`src/burst_sched_pkg.sv`:
```
// Shared constants and carriers for the test-mode burst scheduler.
// Assumes a single 20 MHz clock domain and an APB register port.
package burst_sched_pkg;

    // Multiframe geometry
    localparam logic [2:0] SLOTS_PER_FRAME = 3'h4;
    localparam logic [4:0] FRAMES_PER_MF   = 5'h12;
    localparam logic [4:0] CTRL_FRAME      = 5'h12;
    localparam logic [4:0] LAST_TRAF_FRAME = 5'h11;
    localparam logic [2:0] FIRST_SLOT      = 3'h1;
    localparam logic [1:0] BLCH_MF_SPACING = 2'h3;

    // Scrambling seed width and pseudo random sequence
    localparam int         SEED_W          = 30;
    localparam logic [29:0] BSCH_SEED      = 30'h0;
    localparam logic [8:0]  PRBS_SEED      = 9'h1ff;
    localparam logic [8:0]  PRBS_PERIOD    = 9'h1ff;

    // Default configuration values
    localparam logic [3:0] DEF_CHAN_TYPE   = 4'h1;
    localparam logic [7:0] DEF_MAX_TX_PWR  = 8'h0f;
    localparam logic [7:0] DEF_ACCESS_THR  = 8'hcb;

    // Register byte offsets
    localparam logic [7:0] CTRL_OFS        = 8'h00;
    localparam logic [7:0] CFG_OFS         = 8'h04;
    localparam logic [7:0] COLOUR_OFS      = 8'h08;
    localparam logic [7:0] STATUS_OFS      = 8'h0c;
    localparam logic [7:0] RXDATA_OFS      = 8'h10;
    localparam logic [7:0] BCAST_OFS       = 8'h14;
    localparam logic [7:0] PRBS_OFS        = 8'h18;
    localparam logic [7:0] TXPWR_OFS       = 8'h1c;
    localparam logic [31:0] CTRL_RST       = 32'h0;

    // Burst and channel kinds driven per slot
    typedef enum logic [2:0]
    {
        BURST_NONE    = 3'h0,
        BURST_SYNC    = 3'h1,
        BURST_NORMAL  = 3'h2,
        BURST_CONTROL = 3'h3,
        BURST_CLCH    = 3'h4,
        BURST_BLCH    = 3'h5
    } burst_e;

    // Timing position in the multiframe
    typedef struct packed
    {
        logic [4:0] frame;
        logic [2:0] slot;
    } slot_pos_s;

    // Decoded broadcast test channel contents
    typedef struct packed
    {
        logic       txOn;
        logic       txBurstControl;
        logic [3:0] expectedChannelSelector;
        logic [7:0] powerCtrl;
        logic [15:0] carrierInfo;
    } bcast_s;

    // One scheduled slot
    typedef struct packed
    {
        burst_e     burst;
        logic [3:0] chanType;
        logic       useZeroSeed;
        logic       payloadPrbs;
    } slot_plan_s;

endpackage : burst_sched_pkg

```
`src/prbs511.sv`:
```
// Nine-stage pseudo random generator with period 511, x^9 + x^5 + 1.
// Assumes the caller advances it only on payload bits it really sends.
`timescale 1ns/1ns
module prbs511
(
    // Clock and reset
    input  wire logic       clk,
    input  wire logic       rstn,
    // Control
    input  wire logic       advance,
    // Output
    output logic            bitOut,
    output logic [8:0]      state
);
    import burst_sched_pkg::*;

    logic [8:0] lfsr_reg;

    // Shift only when told, so skipped slots leave the sequence intact
    always_ff @(posedge clk or negedge rstn)
    begin
        if (!rstn)
            lfsr_reg <= PRBS_SEED;
        else if (advance)
            lfsr_reg <= {lfsr_reg[7:0], lfsr_reg[8] ^ lfsr_reg[4]};
    end

    assign bitOut = lfsr_reg[8];
    assign state  = lfsr_reg;

endmodule : prbs511

```
`src/radio_test_mode_burst_scheduler.sv`:
```
// Test-mode slot and frame scheduler for a radio station under test.
// Assumes a slot strobe and payload-bit strobe from the air timing logic,
// decoded broadcast channel contents from the receiver, and an APB master.
//
// The register offsets and the APB interface to the registers were left to the implementer.
`timescale 1ns/1ns
// Overview of operation
// - Broadcast flag selects test transmit or receive
// - Receive mode outputs decoded selected channel data
// - Sync slot decodes both channels to connector
// - Bad frame-18 message keeps prior state
// - Base receives configured channel slot 1
// - Base sends sync burst slot 1 frame 18
// - Continuous mode fills listed slots type 1
// - Discontinuous mode only slot 1 frames 1-17
// - Seed from colour code, zero for sync
// - Defaults: type 1, 15 dBm, -53 dBm
// - Fixed duplex capability ignores broadcast carrier info
// - Mobile sends chosen burst, slot 1 only
// - Control burst frame 18, traffic frames 1-17
// - Payload sequence continues, skipping control slots
// - Power from signal strength and broadcast parameters
// - Transmit mode keeps decoding frame-18 broadcast
// - Extra carrier bursts spaced four multiframes, block 2
module radio_test_mode_burst_scheduler
(
    // Clock and reset
    input  wire logic                         clk,
    input  wire logic                         rstn,
    // APB slave
    input  wire logic                         psel,
    input  wire logic                         penable,
    input  wire logic                         pwrite,
    input  wire logic [7:0]                   paddr,
    input  wire logic [31:0]                  pwdata,
    output logic      [31:0]                  prdata,
    output logic                              pready,
    output logic                              pslverr,
    // Air timing and receiver
    input  wire logic                         slotStrobe,
    input  wire logic                         bitStrobe,
    input  wire logic                         rxDecodeValid,
    input  wire logic                         rxDecodeErr,
    input  wire logic                         rxIsSync,
    input  wire logic [31:0]                  rxDecodeData,
    input  wire burst_sched_pkg::bcast_s      rxBcast,
    input  wire logic [7:0]                   rxSignalStrength,
    // Schedule outputs
    output burst_sched_pkg::slot_pos_s        slotPos,
    output burst_sched_pkg::slot_plan_s       slotPlan,
    output logic [29:0]                       scrambleSeed,
    output logic                              txActive,
    output logic                              payloadBit,
    output logic [7:0]                        txPowerLevel,
    // Test connector
    output logic [31:0]                       testConnData,
    output logic                              testConnValid
);
    import burst_sched_pkg::*;

    ////////////////////////////////////////////////////////////////////////////
    // Registers
    logic [31:0] ctrl_reg;      // [0] base station, [1] continuous, [2] base tx, [3] fixed duplex
    logic [31:0] cfg_reg;       // [3:0] channel type, [15:8] max power, [23:16] access threshold
    logic [29:0] colour_reg;
    logic [15:0] carrier_reg;
    logic        txMode_reg;
    logic        txBurstControl_reg;
    logic [3:0]  expectedChannelSelector_reg;
    logic [7:0]  powerCtrl_reg;
    logic [31:0] connData_reg;
    logic        connValid_reg;
    logic [4:0]  frame_reg;
    logic [2:0]  slot_reg;
    logic [1:0]  mfCount_reg;
    logic        blchDue_reg;
    logic [7:0]  txPower_reg;
    logic [31:0] prdata_reg;
    logic [8:0]  prbsState;

    logic isBase;
    logic continuous;
    logic baseTx;
    logic fixedDuplex;
    logic wrEn;
    logic rdEn;
    logic addrOk;
    logic frame18;
    logic slot1;
    slot_plan_s plan;

    assign isBase      = ctrl_reg[0];
    assign continuous  = ctrl_reg[1];
    assign baseTx      = ctrl_reg[2];
    assign fixedDuplex = ctrl_reg[3];
    assign frame18     = (frame_reg == CTRL_FRAME);
    assign slot1       = (slot_reg == FIRST_SLOT);

    ////////////////////////////////////////////////////////////////////////////
    // APB decode; zero wait states, unmapped addresses answer with an error
    assign addrOk  = (paddr[1:0] == 2'h0) && (paddr <= TXPWR_OFS);
    assign wrEn    = psel && penable && pwrite && addrOk;
    assign rdEn    = psel && !penable && !pwrite;
    assign pready  = 1'b1;
    assign pslverr = psel && penable && !addrOk;
    assign prdata  = prdata_reg;

    // Software-writable configuration, defaults apply after reset
    always_ff @(posedge clk or negedge rstn)
    begin
        if (!rstn)
        begin
            ctrl_reg   <= CTRL_RST;
            cfg_reg    <= {8'h00, DEF_ACCESS_THR, DEF_MAX_TX_PWR, 4'h0, DEF_CHAN_TYPE};
            colour_reg <= 30'h0;
        end
        else if (wrEn)
        begin
            if (paddr == CTRL_OFS)
                ctrl_reg <= {28'h0, pwdata[3:0]};
            if (paddr == CFG_OFS)
                cfg_reg <= {8'h00, pwdata[23:8], 4'h0, pwdata[3:0]};
            if (paddr == COLOUR_OFS)
                colour_reg <= pwdata[29:0];
        end
    end

    // Read data captured in the setup cycle, so it is stable in access
    always_ff @(posedge clk or negedge rstn)
    begin
        if (!rstn)
            prdata_reg <= 32'h0;
        else if (rdEn)
        begin
            unique case (paddr)
                CTRL_OFS:   prdata_reg <= ctrl_reg;
                CFG_OFS:    prdata_reg <= cfg_reg;
                COLOUR_OFS: prdata_reg <= {2'h0, colour_reg};
                STATUS_OFS: prdata_reg <= {22'h0, txMode_reg, frame_reg, slot_reg, txBurstControl_reg};
                RXDATA_OFS: prdata_reg <= connData_reg;
                BCAST_OFS:  prdata_reg <= {12'h0, expectedChannelSelector_reg, carrier_reg};
                PRBS_OFS:   prdata_reg <= {23'h0, prbsState};
                TXPWR_OFS:  prdata_reg <= {24'h0, txPower_reg};
                default:    prdata_reg <= 32'h0;
            endcase
        end
    end

    ////////////////////////////////////////////////////////////////////////////
    // Slot 1..4 and frame 1..18 counters advance on the slot strobe
    always_ff @(posedge clk or negedge rstn)
    begin
        if (!rstn)
        begin
            slot_reg  <= FIRST_SLOT;
            frame_reg <= 5'h01;
        end
        else if (slotStrobe)
        begin
            if (slot_reg == SLOTS_PER_FRAME)
            begin
                slot_reg  <= FIRST_SLOT;
                frame_reg <= (frame_reg == FRAMES_PER_MF) ? 5'h01 : frame_reg + 5'h01;
            end
            else
                slot_reg <= slot_reg + 3'h1;
        end
    end

    // Multiframe count gates carrier bursts to one per four multiframes
    always_ff @(posedge clk or negedge rstn)
    begin
        if (!rstn)
        begin
            mfCount_reg <= 2'h0;
            blchDue_reg <= 1'b1;
        end
        else if (slotStrobe && frame18 && slot_reg == SLOTS_PER_FRAME)
        begin
            mfCount_reg <= mfCount_reg + 2'h1;
            if (mfCount_reg == BLCH_MF_SPACING)
                blchDue_reg <= 1'b1;
        end
        else if (slotStrobe && plan.burst == BURST_BLCH)
            blchDue_reg <= 1'b0;
    end

    ////////////////////////////////////////////////////////////////////////////
    // Broadcast state from frame 18; an erroneous message leaves it untouched
    always_ff @(posedge clk or negedge rstn)
    begin
        if (!rstn)
        begin
            txMode_reg                  <= 1'b0;
            txBurstControl_reg          <= 1'b0;
            expectedChannelSelector_reg <= DEF_CHAN_TYPE;
            powerCtrl_reg               <= DEF_MAX_TX_PWR;
            carrier_reg                 <= 16'h0;
        end
        else if (!isBase && rxDecodeValid && rxIsSync && frame18 && !rxDecodeErr)
        begin
            // Decoded in both test modes, not only in receive
            txMode_reg                  <= rxBcast.txOn;
            txBurstControl_reg          <= rxBcast.txBurstControl;
            expectedChannelSelector_reg <= rxBcast.expectedChannelSelector;
            powerCtrl_reg               <= rxBcast.powerCtrl;
            // Hard-wired duplex keeps its own carrier plan
            if (!fixedDuplex)
                carrier_reg <= rxBcast.carrierInfo;
        end
    end

    // Test connector: decoded data of the tested channel or broadcast slot
    always_ff @(posedge clk or negedge rstn)
    begin
        if (!rstn)
        begin
            connData_reg  <= 32'h0;
            connValid_reg <= 1'b0;
        end
        else
        begin
            connValid_reg <= 1'b0;
            if (rxDecodeValid && !rxDecodeErr)
            begin
                if (!isBase && (rxIsSync || !txMode_reg))
                begin
                    connData_reg  <= rxDecodeData;
                    connValid_reg <= 1'b1;
                end
                else if (isBase && !baseTx && slot1)
                begin
                    connData_reg  <= rxDecodeData;
                    connValid_reg <= 1'b1;
                end
            end
        end
    end

    ////////////////////////////////////////////////////////////////////////////
    // Slot plan for the current position
    always_comb
    begin
        plan = '{burst: BURST_NONE, chanType: 4'h0, useZeroSeed: 1'b0, payloadPrbs: 1'b0};
        if (isBase)
        begin
            if (frame18 && slot1)
                plan = '{burst: BURST_SYNC, chanType: cfg_reg[3:0],
                         useZeroSeed: 1'b1, payloadPrbs: 1'b0};
            else if (continuous || (slot1 && !frame18))
                plan = '{burst: (slot1 && blchDue_reg && baseTx) ? BURST_BLCH : BURST_NORMAL,
                         chanType: DEF_CHAN_TYPE, useZeroSeed: 1'b0, payloadPrbs: 1'b1};
        end
        else if (txMode_reg && slot1)
        begin
            if (frame18)
                plan = '{burst: BURST_CLCH, chanType: 4'h0,
                         useZeroSeed: 1'b0, payloadPrbs: 1'b0};
            else
                plan = '{burst: txBurstControl_reg ? BURST_CONTROL : BURST_NORMAL,
                         chanType: expectedChannelSelector_reg,
                         useZeroSeed: 1'b0, payloadPrbs: 1'b1};
        end
    end

    // Registered plan and seed for the current slot, one clock behind its position
    always_ff @(posedge clk or negedge rstn)
    begin
        if (!rstn)
        begin
            slotPlan     <= '{burst: BURST_NONE, chanType: 4'h0, useZeroSeed: 1'b0, payloadPrbs: 1'b0};
            scrambleSeed <= BSCH_SEED;
        end
        else
        begin
            slotPlan     <= plan;
            scrambleSeed <= plan.useZeroSeed ? BSCH_SEED : colour_reg;
        end
    end

    // Transmit power: broadcast limit less received strength, floored at zero; base uses configured maximum
    always_ff @(posedge clk or negedge rstn)
    begin
        if (!rstn)
            txPower_reg <= DEF_MAX_TX_PWR;
        else if (isBase)
            txPower_reg <= cfg_reg[15:8];
        else
            txPower_reg <= (rxSignalStrength < powerCtrl_reg) ? powerCtrl_reg - rxSignalStrength
                                                              : 8'h00;
    end

    ////////////////////////////////////////////////////////////////////////////
    // Payload sequence advances only in payload slots
    prbs511 u_prbs
    (
        .clk     (clk),
        .rstn    (rstn),
        .advance (bitStrobe && plan.payloadPrbs),
        .bitOut  (payloadBit),
        .state   (prbsState)
    );

    assign slotPos       = '{frame: frame_reg, slot: slot_reg};
    assign txActive      = (slotPlan.burst != BURST_NONE);
    assign txPowerLevel  = txPower_reg;
    assign testConnData  = connData_reg;
    assign testConnValid = connValid_reg;

    ////////////////////////////////////////////////////////////////////////////
    // Checks
    property p_frame_wrap;
        @(posedge clk) disable iff (!rstn)
        slotStrobe && frame18 && slot_reg == SLOTS_PER_FRAME |=> frame_reg == 5'h01 && slot1;
    endproperty
    a_frame_wrap: assert property (p_frame_wrap) else $error("frame did not wrap");

    property p_sync_seed;
        @(posedge clk) disable iff (!rstn)
        isBase && frame18 && slot1 |=> slotPlan.burst == BURST_SYNC && scrambleSeed == 30'h0;
    endproperty
    a_sync_seed: assert property (p_sync_seed) else $error("sync burst seed wrong");

    property p_seed_colour;
        @(posedge clk) disable iff (!rstn)
        !plan.useZeroSeed |=> scrambleSeed == $past(colour_reg);
    endproperty
    a_seed_colour: assert property (p_seed_colour) else $error("seed not colour code");

    property p_disc_slot;
        @(posedge clk) disable iff (!rstn)
        isBase && !continuous && !slot1 |=> slotPlan.burst == BURST_NONE;
    endproperty
    a_disc_slot: assert property (p_disc_slot) else $error("discontinuous slot used");

    property p_cont_fill;
        @(posedge clk) disable iff (!rstn)
        isBase && continuous && !(frame18 && slot1) |=> slotPlan.chanType == 4'h1;
    endproperty
    a_cont_fill: assert property (p_cont_fill) else $error("continuous fill wrong");

    property p_ms_slot1;
        @(posedge clk) disable iff (!rstn)
        !isBase && !slot1 |=> slotPlan.burst == BURST_NONE;
    endproperty
    a_ms_slot1: assert property (p_ms_slot1) else $error("mobile sent off slot 1");

    property p_clch;
        @(posedge clk) disable iff (!rstn)
        !isBase && txMode_reg && frame18 && slot1 |=> slotPlan.burst == BURST_CLCH;
    endproperty
    a_clch: assert property (p_clch) else $error("frame 18 burst wrong");

    property p_err_hold;
        @(posedge clk) disable iff (!rstn)
        rxDecodeValid && rxDecodeErr |=> $stable(txMode_reg) && $stable(powerCtrl_reg);
    endproperty
    a_err_hold: assert property (p_err_hold) else $error("bad message changed state");

    property p_prbs_hold;
        @(posedge clk) disable iff (!rstn)
        !plan.payloadPrbs |=> prbsState == $past(prbsState);
    endproperty
    a_prbs_hold: assert property (p_prbs_hold) else $error("sequence moved in idle slot");

    property p_conn;
        @(posedge clk) disable iff (!rstn)
        !isBase && rxDecodeValid && !rxDecodeErr && rxIsSync |=> testConnValid;
    endproperty
    a_conn: assert property (p_conn) else $error("sync data not output");

    c_sync:  cover property (@(posedge clk) disable iff (!rstn) slotPlan.burst == BURST_SYNC);
    c_clch:  cover property (@(posedge clk) disable iff (!rstn) slotPlan.burst == BURST_CLCH);
    c_blch:  cover property (@(posedge clk) disable iff (!rstn) slotPlan.burst == BURST_BLCH);
    c_txon:  cover property (@(posedge clk) disable iff (!rstn) $rose(txMode_reg));

endmodule : radio_test_mode_burst_scheduler

```
`config.mk`:
```
export PLATFORM = sky130hd
export DESIGN_NAME = radio_test_mode_burst_scheduler
export DESIGN_NICKNAME = d
export VERILOG_FILES = /design/src/burst_sched_pkg.sv /design/src/prbs511.sv /design/src/radio_test_mode_burst_scheduler.sv
export SDC_FILE = /design/constraint.sdc
export NUM_CORES = 1
export LEC_CHECK = 0
export ABC_AREA = 1
export BUFFER_PORTS_ARGS = -buffer_cell sky130_fd_sc_hd__buf_2
export CAP_MARGIN = 20
export CORE_MARGIN = 2
export CORE_UTILIZATION = 35
export CTS_BUF_LIST = sky130_fd_sc_hd__clkbuf_8
export DETAILED_ROUTE_END_ITERATION = 7
export GPL_ROUTABILITY_DRIVEN = 0
export SYNTH_ARGS = -nofsm -noshare
export SYNTH_HDL_FRONTEND = slang
export SYNTH_SLANG_ARGS = --single-unit
```
`constraint.sdc`:
```
create_clock -name clk -period 4 [get_ports clk]
set_clock_uncertainty 0.15 [all_clocks]
set_input_delay 1.2 -clock clk [delete_from_list [all_inputs] [get_ports clk]]
set_output_delay 1.2 -clock clk [all_outputs]
set_load 0.1 [all_outputs]
```
==> out/metrics.yaml <==
floorplan:
  ios: 244
  dieHeight_um: 171
  rows: 61
  initial_utilization_pct: 35.3
  die_w_um: 171
  coreArea_um2: 27600
  die_area_um2: 29200
layout:
  layout.cells.non_filler: 1842
  syn_to_final_growth_pct: 24.5
  layout.nets: 1569
  drive_gt1_share_pct: 25.3
critical_path:
  crit_type: "in2out"
  arrival_ns: 2.16
  worstSetupStartpointType: "input pin"
  r2r_start: "slot_reg[0]$_DFFE_PN1P_"
  critPathLaunch: "paddr[1]"
  crit_required_ns: 2.65
  crit_fanout: 3
  ff2ff_path_depth: 10
  timing.rr.end: "slotPlan[3]$_DFF_PN0_"
  reg2reg_slack_ns: 1.52
  worstSetupEndpoint: "pslverr"
  crit_path_end_kind: "output pin"
grt:
  grt_pass1_vias: 8098
  gr-usage-all-layers_pct: 20.4
  grt_pass1_wl_um: 45600
  antenna_found_initial: 1
  grt_overflow_total: 0
  grt_max_degree: 91
timing:
  slew_headroom_pct: 45.2
  final.min_clock_period_ns: 3.51
  setup_viol: 0
  tightest_slew_ns: 0.821
  hold_violations: 0
  grt_setup_unrepaired: "no"
  finalSetupTns_ns: 0
  maxClockFrequency_ghz: 0.285
  period_share_pct: 87.7
  drv_slew: 0
placed_design:
  hpwl_um: 21500
  dpl.cell_count: 1770
  port_buffers: 240
routing:
  wl_per_cell_um: 16.2
  vias_per_cell: 4.63
  drc_errors: 0
  dr.first_iter.drc_count: 515
  met1_length_um: 13500
  wl_um: 29900
  postRouteAntennaNets: 0
  dr_wl_met2_um: 13700
  dr.max_layer_used: "met4"
  first_pass_iters: 5
  vias: 8530
  met3WireLength_um: 1930
power:
  intPower_mw: 3.84
  power_frac_clock_pct: 33.8
  ir_worst_vdd_mv: 0.386
  p_per_area_nw_per_um2: 516
  leakage_nw: 6.78
  p_sw_share_pct: 38.6
  switchingPower_mw: 2.42
  pwr-share-seq_pct: 40.5
  combPwrFrac_pct: 25.7
synth:
  synthCells: 1181
  synth_top_area_cell: "dfrtp_1"
  synth.net_count: 1316
  yosysSeqAreaShare_pct: 55.8
  synth-edff-count: 0
  async_flop_share_pct: 100
  syn_area_per_cell_um2: 8.26
  synth.top_cell.area_share_pct: 47.5
  ys_ff_latch: 216
  netlist_top_cells_area: "dfrtp_1, nand2_1, dfstp_2, nand3_1, inv_1"
  syn-cell-area_um2: 9750
  yosysWarnings: 0
  synthDistinctLibCells: 38
  synthFlopType: "dfrtp_1"
  synth_commonest_cells: "nand2_1, dfrtp_1, inv_1"
  yosys.cell_count.top_type: "nand2_1"
clock_tree:
  cts_root_buffer: "clkbuf_8"
  hold_buffers: 0
  clock_sinks: 216
  numCtsBuffers: 40
  cts_buffer_depth: 3
  htreeDepth: 2
  path_clk_slew_ns: 0.05
  post-cts-setup-buffers: 0
  cts_tree: "built"
  cts_resized: 0
  clk_latency_ns: 0.53
min_path:
  hp-start: "powerCtrl_reg[2]$_DFFE_PN1P_"
  hp-class: "reg2reg"
run_status:
  status: "finished clean"
run:
  drv_cap: 0
-- final cells by class --
class	instances	area, µm²
Timing Repair Buffer	256	1340
Fill cell	2924	15500
Antenna cell	1	2.50
Clock buffer	51	702
Multi-Input combinational cell	792	3580
Tap cell	378	473
Inverter	128	483
Clock inverter	20	105
Sequential cell	216	5440
-- metrics by stage --
step	setup WS (ns)	hold slack, ns	total power, mW	utilization (%)	cell area, µm²
after global routing	0.450	0.337	6.54	43.9	12100
final	0.490	0.321	6.26	43.9	12100
after detailed placement	0.489	0.310	4.19	41.0	11300
after CTS	0.486	0.323	6.34	43.9	12100
after floorplan	0.622	0.293	3.80	-	9750
after global placement	0.487	0.304	4.18	41.0	11300
-- cells by family after synthesis --
kind of cell | Yosys count | share of synthesized area [%]
simple gates | 640 | 27.0
mux | 1 | 0.115
fa+ha+maj | 15 | 2.00
flops | 216 | 55.8
compound gates | 127 | 6.80
buf+inv | 173 | 7.49
other cells | 1 | 0.0385
xor+xnor | 8 | 0.719
-- power by group through the flow --
stage / registers (mW) / logic [mW] / clock network [mW]
final: 2.53 / 1.61 / 2.12
after floorplan: 3.45 / 0.343 / 0
after CTS: 2.54 / 1.62 / 2.18
after detailed placement: 2.57 / 1.62 / 0
after global routing: 2.56 / 1.70 / 2.28
after global placement: 2.57 / 1.61 / 0
-- layout by cell type, fill, tap and decap left out, drive strengths merged, types with 6 or more instances in the layout --
cell,n
a21oi,12
buf,256
clkbuf,51
dfrtp,185
dfstp,31
ha,14
inv,143
nand2,443
nand3,102
nor2,88
o21ai,105
xor2,6
-- worst max-delay path, stage by stage --
cell	delay [ns]
buf_2	0.09
nor2_1	0.04
buf_4	0.15
nand3_1	0.13
nand3_1	0.09
inv_1	0.05
buf_2	0.41
-- metal layers --
metal	global-route usage [%]	vias to the layer above
li1	-	4207
met1	28.3	3976
met2	32.4	289
met3	3.70	58
met4	6.56	0
met5	0	-
-- worst min path at each step --
| stage | to | slack (ns) | cells after the start |
|---|---|---|---|
| after floorplan | carrier_reg[0]$_DFFE_PN0P_ | 0.29 | 2 |
| after global placement | carrier_reg[0]$_DFFE_PN0P_ | 0.30 | 2 |
| after detailed placement | carrier_reg[15]$_DFFE_PN0P_ | 0.31 | 2 |
| after CTS | u_prbs.state[6]$_DFFE_PN1P_ | 0.32 | 2 |
| after global routing | powerCtrl_reg[2]$_DFFE_PN1P_ | 0.34 | 2 |
| final | powerCtrl_reg[2]$_DFFE_PN1P_ | 0.32 | 2 |
Power figures use the tool's default switching activity.
